==> src/inc/fvml_consts.svh <==
// constants for the fault and voltage monitor logic
// assumes a 250 MHz clock and the output-set message layout below
`ifndef FVML_CONSTS_SVH
`define FVML_CONSTS_SVH

`define FVML_CLK_HZ          250000000
`define FVML_TICK_US         1000
`define FVML_TICK_CYCLES     ((`FVML_CLK_HZ / 1000000) * `FVML_TICK_US)
`define FVML_WDT_MS          2000
`define FVML_WDT_TOL_MS      100
`define FVML_WDT_TICKS       (`FVML_WDT_MS - `FVML_WDT_TOL_MS)
`define FVML_LOSS_MS         1000
`define FVML_FRAME_ADDR      8'h14
`define FVML_SERIAL_PORT     4'h5
`define FVML_HEARTBEAT_PORT  10
`define FVML_HEARTBEAT_BIT   7
`define FVML_FAULT_BIT       78
`define FVML_VOLT_BIT        79
`define FVML_NUM_IN          118
`define FVML_NUM_OUT         102
`define FVML_NUM_RATES       7

`endif

==> src/inc/fvml_pkg.sv <==
// types for the fault and voltage monitor logic
// assumes fvml_consts.svh is on the include path
`include "fvml_consts.svh"

package fvml_pkg;
    typedef enum logic [1:0] {
        FVML_MSG_STATUS_REQ = 2'h1,
        FVML_MSG_SET_OUTPUT = 2'h2,
        FVML_MSG_OTHER      = 2'h3
    } fvml_msg_kind_t;

    typedef struct packed {
        logic                      valid;
        logic [7:0]                frame_addr;
        fvml_msg_kind_t            kind;
        logic                      ack_bit;
        logic [`FVML_NUM_OUT-1:0]  outputs;
    } fvml_msg_t;

    typedef struct packed {
        logic valid;
        logic ack_bit;
    } fvml_resp_t;

    typedef enum logic [2:0] {
        FVML_ST_LOST    = 3'b001,
        FVML_ST_WAITSET = 3'b010,
        FVML_ST_RUN     = 3'b100
    } fvml_state_t;
endpackage

==> src/rtl/fvml_tick.sv <==
// prescaler giving a one-cycle pulse every tick period
// assumes the 250 MHz module clock
`timescale 1ns/1ps
`default_nettype none
`include "fvml_consts.svh"

module fvml_tick #(
    parameter int TICK_CYCLES = `FVML_TICK_CYCLES
) (
    input  wire logic clk,
    input  wire logic reset,
    output logic      tick
);
    localparam logic [17:0] TICK_LAST = 18'(TICK_CYCLES - 1);

    logic [17:0] count;
    logic [17:0] next_count;

    always_comb begin
        next_count = (count == TICK_LAST) ? 18'h00000 : count + 18'h00001;
    end

    always_ff @(posedge clk) begin
        if (reset) begin
            count <= 18'h00000;
        end else begin
            count <= next_count;
        end
    end

    assign tick = (count == TICK_LAST);
endmodule
`default_nettype wire

==> src/rtl/fvml_timeout.sv <==
// tick counter that flags expiry when not restarted in time
// assumes tick is a one-cycle enable
`timescale 1ns/1ps
`default_nettype none

module fvml_timeout #(
    parameter int LIMIT = 1000
) (
    input  wire logic clk,
    input  wire logic reset,
    input  wire logic tick,
    input  wire logic restart,
    output logic      expired
);
    localparam logic [15:0] LIM = 16'(LIMIT);

    logic [15:0] count;
    logic [15:0] next_count;

    always_comb begin
        if (restart) begin
            next_count = 16'h0000;
        end else if (tick && count != LIM) begin
            next_count = count + 16'h0001;
        end else begin
            next_count = count;
        end
    end

    always_ff @(posedge clk) begin
        if (reset) begin
            count <= 16'h0000;
        end else begin
            count <= next_count;
        end
    end

    assign expired = (count == LIM);
endmodule
`default_nettype wire

==> src/rtl/fvml_top.sv <==
// fault and voltage monitor supervisory logic of the field interface module
// assumes decoded host messages arrive as one-cycle valid structs
`timescale 1ns/1ps
`default_nettype none
`include "fvml_consts.svh"

module fvml_top #(
    parameter int TICK_CYCLES = `FVML_TICK_CYCLES,
    parameter int LOSS_TICKS = `FVML_LOSS_MS,
    parameter int WDT_TICKS  = `FVML_WDT_TICKS
) (
    input  wire logic                      clk,
    input  wire logic                      reset,
    input  wire fvml_pkg::fvml_msg_t       host_msg,
    output fvml_pkg::fvml_resp_t           host_resp,
    input  wire logic [3:0]                host_port,
    input  wire logic                      heartbeat,
    input  wire logic                      supply_ok,
    input  wire logic                      power_down_n,
    input  wire logic                      reset_release,
    input  wire logic                      mains_sync,
    input  wire logic [2:0]                rate_jumper,
    output logic [15:0]                    aux_baud_div,
    input  wire logic [`FVML_NUM_IN-1:0]   field_in,
    output logic [`FVML_NUM_IN-1:0]        field_in_q,
    output logic [`FVML_NUM_OUT-1:0]       field_out,
    output logic [`FVML_NUM_OUT-1:0]       field_out_oe,
    output logic                           fault_monitor_out,
    output logic                           fault_monitor_oe,
    output logic                           voltage_monitor_out,
    output logic                           voltage_monitor_oe,
    output logic                           link_loss
);
    import fvml_pkg::*;

    ////////////////////////////////////////////////////////////////////////
    // prescaler and timers

    logic tick;
    logic hb_prev;
    logic hb_edge;
    logic wdt_expired;
    logic msg_here;
    logic loss_expired;

    assign hb_edge  = heartbeat ^ hb_prev;
    assign msg_here = host_msg.valid && host_port == `FVML_SERIAL_PORT
                      && host_msg.frame_addr == `FVML_FRAME_ADDR;

    fvml_tick #(.TICK_CYCLES(TICK_CYCLES)) u_tick (
        .clk   (clk),
        .reset (reset),
        .tick  (tick)
    );

    fvml_timeout #(.LIMIT(WDT_TICKS)) u_wdt (
        .clk     (clk),
        .reset   (reset),
        .tick    (tick),
        .restart (hb_edge),
        .expired (wdt_expired)
    );

    fvml_timeout #(.LIMIT(LOSS_TICKS)) u_loss (
        .clk     (clk),
        .reset   (reset),
        .tick    (tick),
        .restart (msg_here),
        .expired (loss_expired)
    );

    ////////////////////////////////////////////////////////////////////////
    // power-up sequence and link loss

    fvml_state_t               state;
    fvml_state_t               next_state;
    logic [`FVML_NUM_OUT-1:0]  cmd;
    logic [`FVML_NUM_OUT-1:0]  next_cmd;
    fvml_resp_t                next_resp;
    logic                      ports_open;
    logic                      next_ports_open;

    always_comb begin
        next_state = state;
        next_cmd   = cmd;
        next_resp  = '0;
        if (loss_expired && !msg_here) begin
            next_state = FVML_ST_LOST;
            next_cmd   = '0;
        end else if (msg_here) begin
            unique case (state)
                FVML_ST_LOST: begin
                    if (host_msg.kind == FVML_MSG_STATUS_REQ && host_msg.ack_bit) begin
                        next_state = FVML_ST_WAITSET;
                    end
                end
                FVML_ST_WAITSET: begin
                    // other messages leave the sequence intact
                    if (host_msg.kind == FVML_MSG_SET_OUTPUT) begin
                        next_cmd = host_msg.outputs;
                        if (!host_msg.outputs[`FVML_FAULT_BIT]
                            && !host_msg.outputs[`FVML_VOLT_BIT]) begin
                            next_state = FVML_ST_RUN;
                        end
                    end
                end
                FVML_ST_RUN: begin
                    if (host_msg.kind == FVML_MSG_SET_OUTPUT) begin
                        next_cmd = host_msg.outputs;
                    end
                end
                default: begin
                    next_state = FVML_ST_LOST;
                end
            endcase
            if (host_msg.kind == FVML_MSG_STATUS_REQ && host_msg.ack_bit) begin
                next_resp.valid   = 1'b1;
                next_resp.ack_bit = 1'b1;
            end
        end
        next_ports_open = ports_open;
        if (!power_down_n) begin
            next_ports_open = 1'b1;
        end else if (reset_release) begin
            next_ports_open = 1'b0;
        end
    end

    always_ff @(posedge clk) begin
        if (reset) begin
            state      <= FVML_ST_LOST;
            cmd        <= '0;
            host_resp  <= '0;
            ports_open <= 1'b1;
            hb_prev    <= 1'b0;
        end else begin
            state      <= next_state;
            cmd        <= next_cmd;
            host_resp  <= next_resp;
            ports_open <= next_ports_open;
            hb_prev    <= heartbeat;
        end
    end

    ////////////////////////////////////////////////////////////////////////
    // monitor gates and field outputs; true is 1 here

    logic run;
    logic wdt_true;
    logic fcu_fault_true;
    logic fcu_volt_true;
    logic next_fm;
    logic next_vm;
    logic [`FVML_NUM_OUT-1:0] next_out;

    assign run            = (state == FVML_ST_RUN);
    assign wdt_true       = !wdt_expired;
    assign fcu_fault_true = run && !cmd[`FVML_FAULT_BIT];
    assign fcu_volt_true  = run && !cmd[`FVML_VOLT_BIT];

    always_comb begin
        next_fm  = wdt_true && supply_ok && fcu_fault_true;
        next_vm  = wdt_true && supply_ok && fcu_volt_true;
        next_out = run ? cmd : '0;
    end

    always_ff @(posedge clk) begin
        if (reset) begin
            fault_monitor_out   <= 1'b0;
            voltage_monitor_out <= 1'b0;
            field_out           <= '0;
            field_in_q          <= '0;
        end else begin
            fault_monitor_out   <= next_fm;
            voltage_monitor_out <= next_vm;
            field_out           <= next_out;
            field_in_q          <= field_in;
        end
    end

    assign fault_monitor_oe   = !ports_open;
    assign voltage_monitor_oe = !ports_open;
    assign field_out_oe       = {`FVML_NUM_OUT{!ports_open}};
    assign link_loss          = (state != FVML_ST_RUN) && (state != FVML_ST_WAITSET);

    ////////////////////////////////////////////////////////////////////////
    // auxiliary serial port rate select, divisor for 16x oversampling

    logic [15:0] next_div;

    always_comb begin
        unique case (rate_jumper)
            3'h0: next_div = 16'(`FVML_CLK_HZ / (300 * 16));
            3'h1: next_div = 16'(`FVML_CLK_HZ / (1200 * 16));
            3'h2: next_div = 16'(`FVML_CLK_HZ / (2400 * 16));
            3'h3: next_div = 16'(`FVML_CLK_HZ / (4800 * 16));
            3'h4: next_div = 16'(`FVML_CLK_HZ / (9600 * 16));
            3'h5: next_div = 16'(`FVML_CLK_HZ / (19200 * 16));
            default: next_div = 16'(`FVML_CLK_HZ / (38400 * 16));
        endcase
    end

    always_ff @(posedge clk) begin
        if (reset) begin
            aux_baud_div <= 16'h0000;
        end else begin
            aux_baud_div <= next_div;
        end
    end

    ////////////////////////////////////////////////////////////////////////
    // checks

    wire unused_ok = mains_sync;

    wdt_false_a: assert property (@(posedge clk) disable iff (reset)
        wdt_expired |=> !fault_monitor_out && !voltage_monitor_out)
        else $error("watchdog expiry did not force monitors false");
    supply_false_a: assert property (@(posedge clk) disable iff (reset)
        !supply_ok |=> !fault_monitor_out && !voltage_monitor_out)
        else $error("bad supply did not force monitors false");
    status_ack_a: assert property (@(posedge clk) disable iff (reset)
        msg_here && host_msg.kind == FVML_MSG_STATUS_REQ && host_msg.ack_bit
        |=> host_resp.valid && host_resp.ack_bit)
        else $error("status request not answered with ack");
    status_clear_a: assert property (@(posedge clk) disable iff (reset)
        state == FVML_ST_LOST && msg_here && !loss_expired
        && host_msg.kind == FVML_MSG_STATUS_REQ && host_msg.ack_bit |=> !link_loss)
        else $error("status request did not clear link loss");
    set_run_a: assert property (@(posedge clk) disable iff (reset)
        state == FVML_ST_WAITSET && msg_here && !loss_expired
        && host_msg.kind == FVML_MSG_SET_OUTPUT
        && !host_msg.outputs[`FVML_FAULT_BIT] && !host_msg.outputs[`FVML_VOLT_BIT]
        |=> state == FVML_ST_RUN)
        else $error("output-set did not enter run");
    order_hold_a: assert property (@(posedge clk) disable iff (reset)
        state == FVML_ST_LOST |=> !fault_monitor_out && !voltage_monitor_out)
        else $error("monitors true without power-up order");
    loss_blank_a: assert property (@(posedge clk) disable iff (reset)
        loss_expired && !msg_here |=> link_loss
        ##1 (field_out == '0 && !fault_monitor_out && !voltage_monitor_out))
        else $error("link loss did not blank outputs");
    open_ports_a: assert property (@(posedge clk) disable iff (reset)
        !power_down_n |=> !fault_monitor_oe && field_out_oe == '0)
        else $error("ports driven during power down");
    fault_bit_a: assert property (@(posedge clk) disable iff (reset)
        run && cmd[`FVML_FAULT_BIT] |=> !fault_monitor_out)
        else $error("fault bit set but monitor true");

    volt_bit_a: assert property (@(posedge clk) disable iff (reset)
        run && cmd[`FVML_VOLT_BIT] |=> !voltage_monitor_out)
        else $error("voltage bit set but monitor true");
    gates_true_a: assert property (@(posedge clk) disable iff (reset)
        wdt_true && supply_ok && run && !cmd[`FVML_FAULT_BIT] && !cmd[`FVML_VOLT_BIT]
        |=> fault_monitor_out && voltage_monitor_out)
        else $error("monitors false with all gate inputs true");
    wdt_restart_a: assert property (@(posedge clk) disable iff (reset)
        wdt_expired && hb_edge |=> !wdt_expired)
        else $error("heartbeat edge did not restart watchdog");
    ports_drive_a: assert property (@(posedge clk) disable iff (reset)
        power_down_n && reset_release
        |=> fault_monitor_oe && voltage_monitor_oe && (&field_out_oe))
        else $error("ports not driven after reset release");
    addr_filter_a: assert property (@(posedge clk) disable iff (reset)
        host_msg.valid && (host_port != `FVML_SERIAL_PORT
        || host_msg.frame_addr != `FVML_FRAME_ADDR) |=> !host_resp.valid)
        else $error("answer to a message for another port or address");
    nack_ignore_a: assert property (@(posedge clk) disable iff (reset)
        msg_here && host_msg.kind == FVML_MSG_STATUS_REQ && !host_msg.ack_bit
        |=> !host_resp.valid)
        else $error("status request without ack was answered");
    wait_hold_a: assert property (@(posedge clk) disable iff (reset)
        state == FVML_ST_WAITSET |=> !fault_monitor_out && !voltage_monitor_out)
        else $error("monitors true before output-set");
    out_blank_a: assert property (@(posedge clk) disable iff (reset)
        !run |=> field_out == '0)
        else $error("field outputs driven outside run");

    run_c: cover property (@(posedge clk) disable iff (reset) state == FVML_ST_RUN);
    loss_c: cover property (@(posedge clk) disable iff (reset)
        state == FVML_ST_RUN ##1 state == FVML_ST_LOST);
    wdt_c: cover property (@(posedge clk) disable iff (reset) run && wdt_expired);
    status_c: cover property (@(posedge clk) disable iff (reset) host_resp.valid);
    supply_c: cover property (@(posedge clk) disable iff (reset) run && !supply_ok);
endmodule
`default_nettype wire

==> config.mk <==
export PLATFORM = sky130hd
export DESIGN_NAME = fvml_top
export DESIGN_NICKNAME = d
export VERILOG_FILES = /design/src/inc/fvml_pkg.sv /design/src/rtl/fvml_tick.sv /design/src/rtl/fvml_timeout.sv /design/src/rtl/fvml_top.sv
export VERILOG_INCLUDE_DIRS = /design/src /design/src/inc
export SDC_FILE = /design/constraint.sdc
export NUM_CORES = 1
export LEC_CHECK = 0
export BUFFER_PORTS_ARGS = -buffer_cell sky130_fd_sc_hd__buf_2
export CELL_PAD_IN_SITES_DETAIL_PLACEMENT = 0
export CELL_PAD_IN_SITES_GLOBAL_PLACEMENT = 2
export CORE_MARGIN = 2
export CORE_UTILIZATION = 28
export CTS_CLUSTER_SIZE = 14
export DETAILED_ROUTE_END_ITERATION = 6
export PLACE_DENSITY_LB_ADDON = 0.1
export REMOVE_ABC_BUFFERS = 1
export SETUP_SLACK_MARGIN = 0.02
export SLEW_MARGIN = 20
export SYNTH_ARGS = -nofsm -noshare
export SYNTH_HDL_FRONTEND = slang
export SYNTH_SLANG_ARGS = --single-unit
==> constraint.sdc <==
create_clock -name clk -period 2.5 [get_ports clk]
set_input_delay 0.125 -clock clk [delete_from_list [all_inputs] [get_ports clk]]
set_output_delay 0.125 -clock clk [all_outputs]
set_load 0.1 [all_outputs]
## Word-level counts from Yosys, hierarchy flattened

Index checks and enable logic that the tools add are counted.

- $add $sub $neg: 3
- Order comparisons: 0
- Divide/modulo/power cells: 0
- Bitwise gates (word level): 4
- Equality and inequality tests: 22
- Mux-type cells: 6
- Reductions and logical operators: 31
- Shift-type cells: 0
- Multiply operators: 0

Operator list:

| operator | count |
|---|---|
| $pmux W16 S6 | 1 |
| $add A16 B1 Y16 const B | 2 |
| $add A18 B1 Y18 const B | 1 |
| $eq A18 B18 Y1 const B | 1 |
| $eq A16 B10 Y1 const B | 1 |
| $eq A16 B11 Y1 const B | 1 |
| $ne A16 B10 Y1 const B | 1 |
| $ne A16 B11 Y1 const B | 1 |
| $reduce_or A2 Y1 | 7 |
| $logic_and A1 B1 Y1 | 13 |
| $eq A3 B2 Y1 const B | 3 |
| $eq A3 B3 Y1 const B | 3 |
| $mux W3 | 3 |
| $pmux W3 S3 | 1 |
| $eq A8 B5 Y1 const B | 1 |
| $logic_not A1 Y1 | 7 |
| $eq A3 B1 Y1 const B | 2 |
| $ne A2 B2 Y1 const B | 3 |
| $reduce_and A5 Y1 | 1 |
| $eq A4 B3 Y1 const B | 1 |
| $logic_not A3 Y1 | 1 |
| $ne A3 B2 Y1 const B | 1 |
| $ne A3 B3 Y1 const B | 1 |
| $not A1 Y1 | 3 |
| 6 further kinds | 6 |

- ROM bits: 0
- Input port bits: 246
- Memories kept: 0
- Latch bits: 0
- Output and inout bits: 345
- Bits in writable memories: 0
- Word-level logic and storage cells: 80
- Flip-flop bits (word level): 397

## Logic depth before layout (Yosys ltp)

- Word-level depth: 6
- Depth in mapped cells: 8
- Depth with buffers taken out: 6

## Cells and area by module

Synthesis repeated with hierarchy kept, for this count alone.

- Cells, all modules: 1178
- Area, all modules: 13175.1 um2

Modules (own cells, without submodules):

| module | cells an instance | sequential area each (um2) | area each (um2) | times used |
|---|---|---|---|---|
| fvml_top | 893 | 6906.6 | 10737.8 | 1 |
| fvml_tick | 94 | 360.3 | 825.8 | 1 |
| fvml_timeout (u_wdt) | 96 | 320.3 | 813.3 | 1 |
| fvml_timeout (u_loss) | 95 | 320.3 | 798.3 | 1 |

## Least setup slack after synthesis

OpenSTA, ideal clock, no wires.

- Path kind: register to output
- Start point: reg ports_open
- End point: out field_out_oe[0]
- Required time: 2.375 ns
- Arrival: 2.906 ns
- Slack: -0.531 ns
- Cell stages (with the launch flop): 3
- Path buffers: 1
- Path through: dfxtp_1 -> inv_1 -> buf_4

- Cells in the longest elaborated chain, start to end: 1

RTL lines:

| item | RTL line | text |
|---|---|---|
| start: declaration | fvml_top.sv:80 | `logic ports_open;` |
| start signal: assignment | fvml_top.sv:140 | `ports_open <= next_ports_open;` |
| $logic_not A1 Y1 | -- |  |
| end: declaration | fvml_top.sv:27 | `` output logic [`FVML_NUM_OUT-1:0] field_out_oe, `` |

No other way between the ends.

## Final worst setup path

- Start point: reg ports_open
- End point: out field_out_oe[31]

- Cells in the longest elaborated chain, start to end: 1

RTL lines:

| item | RTL line | text |
|---|---|---|
| $logic_not A1 Y1 | fvml_top.sv:183 | `` assign field_out_oe = {`FVML_NUM_OUT{!ports_open}}; `` |

No other way between the ends.

==> results.md <==
- The fraction of the mapped netlist area in compound gates is 8.68%.
- After detailed routing, the total wire length is 47,000 um.
- The synthesized netlist devotes 0.441% of its cell area to adder and majority cells.
- Dividing the synthesized area by the synthesized cell count gives 9.86 um^2.
- For this design the ratio of total power to cell area is 729 mW/mm^2.
- The via count of the first global-routing pass was 12,172.
- After global routing the overflow that remains totals 0.
- The upper clock frequency limit is about 480 MHz.
- The highest cell delay on the worst timing path is 0.54 ns.
- The number of gates resized after CTS was 0.
- In the routed design, unresolved DRC markers number 0.
- The largest voltage drop on the vdd net is 391 uV.
- The final critical path takes up 83.6% of the cycle.
- The switching power share of the total is between 20% and 30%.
- The per-cell via count in the routed design is 4.25.
- The end of the worst register-to-register path is u_wdt.count[0]$_SDFFE_PP0P_.
- The hold violation total from the final report is 0.
- In the synthesized netlist the dominant register cell turns out to be sky130_fd_sc_hd__dfxtp_1.
- Walking the worst path, the cells encountered are inv_2 -> buf_4 -> buf_2.
- The clock tree from TritonCTS is built.
- The worst path buffer plus inverter count is 3.
- The first global-routing pass estimated 71,500 um of wire.
- In this run the tightest slew margin relative to its limit is between 50% and 60%.
- The share of the Yosys chip area taken by registers is 55.8%.
- After technology mapping, the gate count stands at 1,438.
- The area of the core is ~0.05 mm^2.
- The largest delay contributor family on the critical path is buffers and inverters.
- After the last flow step, the layout net total stands at 2,392.
- The most critical setup path has its startpoint at ports_open$_SDFFE_PP1P_.
- Cells with a size suffix above 1 make up between 30% and 40% of the layout.
- Port buffering added 589 buffers.
- The synthesis-to-finish area growth is 47.7%.
- The flow ran to the end, and the final reports show no timing, DRC or antenna violations.
- Setup violations remaining at the end of the flow were counted as 0.
- The number of synthesis warnings is 0.
- The total die area is 0.0524 mm^2.
- In the final routed layout, each cell accounts on average for 16.5 um.
- After synthesis, the largest family of logic cells by area is simple AND/OR/NAND/NOR gates.
- In this run, CTS created clock tree buffers numbering 46.
- The setup skew after layout is between 0.01 and 0.015 ns.
- The later-pin clock latency in the skew report is 0.56 ns.
- Summing all placed instances gives a cell area of 0.0172 mm^2.
- The maximum clock insertion buffer count is 3.
- Setup repair after global routing left no endpoint under its margin.
- The shortest period the worst path allows is around 2.1 ns.
- The initial antenna violation count was 3.
- The number of flops mapped to enable cells by yosys is 0.
- The clock tree synthesis step divided the H-tree into 2 levels.
- Registers are responsible for 42.3% of the overall power.
- The initial core utilization is between 20% and 30%.
- The mux cell area share after synthesis is approximately 1.6%.
- At the worst endpoint, the required time is 2.38 ns.
- The worst register-to-register path begins at u_tick.count[0]$_SDFF_PP0_.
- The tool flagged a number of max-cap violations equal to 0.
- The critical path's slowest cell is sky130_fd_sc_hd__buf_2.
- The share of total power in combinational logic is approximately 16%.
- For this design the top-level I/O count stands at about 600.
- The leakage power of the design is 9.59 nW.
- Summed over all failing endpoints, the final setup total negative slack is 0 ns.
- The net switching power is about 4.5 mW.
- The number of placement rows is 82.
- After routing the design area is 0.0209 mm^2.
- After legalization and detailed placement, the total HPWL measured 32,600 um.
- The detailed router's first-iteration violation count is 483.
- The floorplan die height is around 230 um.
- The worst hold path belongs to the class in -> reg.
- The flip-flop and latch count after synthesis is 395.
- The capturing instance or port of the critical path is field_out_oe[31].
- The largest net degree at the start of global routing is roughly 110.
- The clock sink count is 395.
- The portion of total power attributed to the clock network is 41.6%.
- The clock root buffer master is sky130_fd_sc_hd__clkbuf_16.
- The logic depth of the worst register-to-register path is 6.
- STA puts the critical path data arrival time at approximately 2.0 ns.
- The setup slack on the worst flop-to-flop path is 0.41 ns.
- The type of the worst setup path is reg -> out.
- The transition time at the pin with the least slew margin is 0.627 ns.
- Once detail routing completed, the nets flagged for antenna violations numbered 0.
- The cell-internal power is roughly 11 mW.
- In the synthesized netlist the async set-or-reset flop fraction comes to 0%.
- Measured along the x axis, the die boundary spans 229 um.
- The global placer's final weighted congestion is 0.814.
- The post-CTS clock slew at the launch and capture registers of the worst setup and hold paths is 0.06 ns.
- The synthesized netlist devotes 1.05% of its cell area to XOR and XNOR gates.
- In this run the cell area of the synthesized design comes to roughly 0.014 mm^2.
- Hold timing on the final database bottoms out at a slack of 0.0620 ns.
- The total global-route track usage is 17.3%.
- Across all layers, the routed design uses 12,103 vias.
- The total power is 15.3 mW.
- The number of optimization iterations in the first detailed-route pass is 4.
- The largest fanout on the critical path is 105.
- The count of cell types in the netlist is 53.
- The max-slew violation count is 0.
- The total number of cells along the worst setup path is 3.
- STA classifies the critical path startpoint as a flop.
- The kind of end point of the critical path is an output port.
- After Yosys synthesis, and, or, nand and nor cells account for 21.2% of the synthesized area.
-- Yosys cell counts (6+ instances only) --
cell                       instances  share of area (%)
sky130_fd_sc_hd__a21oi_1          16               0.56
sky130_fd_sc_hd__and2_1          104                4.6
sky130_fd_sc_hd__and3_1            7               0.31
sky130_fd_sc_hd__and4_1            9               0.56
sky130_fd_sc_hd__buf_2            24               0.85
sky130_fd_sc_hd__buf_4           106                5.6
sky130_fd_sc_hd__clkbuf_1         64                1.7
sky130_fd_sc_hd__dfxtp_1         395                 56
sky130_fd_sc_hd__inv_1           115                3.0
sky130_fd_sc_hd__mux2i_1          21                1.5
sky130_fd_sc_hd__nand2_1         139                3.7
sky130_fd_sc_hd__nand2b_1         13               0.57
sky130_fd_sc_hd__nand3_1          17               0.60
sky130_fd_sc_hd__nand4_1          15               0.66
sky130_fd_sc_hd__nor2_1           33               0.87
sky130_fd_sc_hd__nor2b_1         122                5.4
sky130_fd_sc_hd__nor3_1           12               0.42
sky130_fd_sc_hd__nor4_1           16               0.71
sky130_fd_sc_hd__o21ai_0           6               0.21
sky130_fd_sc_hd__o31ai_1           9               0.48
sky130_fd_sc_hd__o32ai_1         102                6.3
sky130_fd_sc_hd__or3_1            15               0.66
sky130_fd_sc_hd__or4_1             7               0.37
sky130_fd_sc_hd__xnor2_1          11               0.68
sky130_fd_sc_hd__xor2_1            6               0.37
-- worst reg2reg max path, stage by stage (launching register included) --
cell,delay [ns]
sky130_fd_sc_hd__dfxtp_1,0.36
sky130_fd_sc_hd__ha_1,0.21
sky130_fd_sc_hd__and3_1,0.29
sky130_fd_sc_hd__nand3_1,0.13
sky130_fd_sc_hd__buf_4,0.25
sky130_fd_sc_hd__nor3_1,0.37
sky130_fd_sc_hd__mux2_2,0.37
-- area by class of cell --
type	instances	area (um^2)
Timing Repair Buffer	851	5620
Tap cell	672	841
Antenna cell	1	2.50
Multi-Input combinational cell	731	4700
Fill cell	5092	29100
Inverter	116	438
Clock buffer	75	1380
Clock inverter	7	46.3
Sequential cell	395	7910
-- timing repair --
| action | CTS | global route |
|---|---|---|
| endpoints found under the hold margin | 240 | 0 |
| setup buffers | 0 | 2 |
| hold buffers | 230 | 0 |
| endpoints found under the setup margin | 0 | 11 |
-- worst min-delay path by stage --
stage / start / endpoint / slack, ns / depth (start not counted)
2_1_floorplan: reset / aux_baud_div[9]$_SDFF_PP0_ / 0.19 / 1
3_3_place_gp: power_down_n / ports_open$_SDFFE_PP1P_ / 0.32 / 2
3_5_place_dp: power_down_n / ports_open$_SDFFE_PP1P_ / 0.33 / 2
4_1_cts: host_msg[103] / state[1]$_SDFFE_PP0P_ / 0.01 / 5
5_1_grt: reset / host_resp[1]$_SDFF_PP0_ / 0.06 / 2
6_report: host_msg[103] / state[1]$_SDFFE_PP0P_ / 0.06 / 5
-- power by group through the flow --
stage / registers (mW) / clock network [mW] / logic [mW]
6_report: 6.45 / 6.34 / 2.47
5_1_grt: 6.46 / 6.87 / 2.57
4_1_cts: 6.45 / 6.62 / 2.49
3_5_place_dp: 6.58 / 0 / 2.18
3_3_place_gp: 6.58 / 0 / 2.18
2_1_floorplan: 7.44 / 0 / 0.428
-- metal layers --
metal	part of all wire [%]	routed length, um	global-route usage (%)	up-vias
met3	5.1	2390	3.87	78
li1	-	-	-	6092
met1	44	20800	22.1	5655
met2	48	22500	28.7	276
met4	2.9	1340	6.21	2
met5	0.026	12	0	-
-- cell usage in the layout, fill, tap and decap left out, types with 7 or more instances in the layout --
master and n:
sky130_fd_sc_hd__dfxtp_1 395, sky130_fd_sc_hd__nor2_1 33, sky130_fd_sc_hd__clkbuf_16 46, sky130_fd_sc_hd__buf_2 588
sky130_fd_sc_hd__nand2_1 139, sky130_fd_sc_hd__and2_1 104, sky130_fd_sc_hd__clkbuf_1 17, sky130_fd_sc_hd__and4_1 9
sky130_fd_sc_hd__or4_1 7, sky130_fd_sc_hd__nand2b_1 13, sky130_fd_sc_hd__nand4_1 15, sky130_fd_sc_hd__nor4_1 16
sky130_fd_sc_hd__buf_12 10, sky130_fd_sc_hd__a21oi_1 16, sky130_fd_sc_hd__buf_4 22, sky130_fd_sc_hd__nor3_1 11
sky130_fd_sc_hd__inv_1 114, sky130_fd_sc_hd__and3_1 7, sky130_fd_sc_hd__nand3_1 17, sky130_fd_sc_hd__o31ai_1 9
sky130_fd_sc_hd__or3_1 15, sky130_fd_sc_hd__nor2b_1 122, sky130_fd_sc_hd__xnor2_1 11, sky130_fd_sc_hd__dlygate4sd3_1 230
sky130_fd_sc_hd__clkbuf_8 13, sky130_fd_sc_hd__o32ai_1 102, sky130_fd_sc_hd__mux2i_1 20
-- sequential cells by signal, summed over array words and instances, names as in the netlist --
signal	flops
field_in_q	118
cmd	102
field_out	102
u_tick.count	18
u_loss.count	16
u_wdt.count	16
aux_baud_div	15
state	3
fault_monitor_out	1
hb_prev	1
host_resp	1
ports_open	1
voltage_monitor_out	1
-- per-stage QoR --
stage	cells	util [%]	worst slack, ns
floorplan	1242	-	-61.19
global placement	2533	34.3	0.194
detailed placement	2533	34.3	0.177
CTS	2845	41.7	0.137
global route	2848	41.8	0.221
finish	2848	41.8	0.409
-- cells by family after synthesis --
family,Yosys count
XOR/XNOR,17
flip-flops,395
buffers and inverters,312
adder cells (fa/ha/maj),5
AO/OA/AOI/OAI,152
AND/OR/NAND/NOR,535
multiplexers,22
No activity file was read; power rests on OpenSTA's default activity.
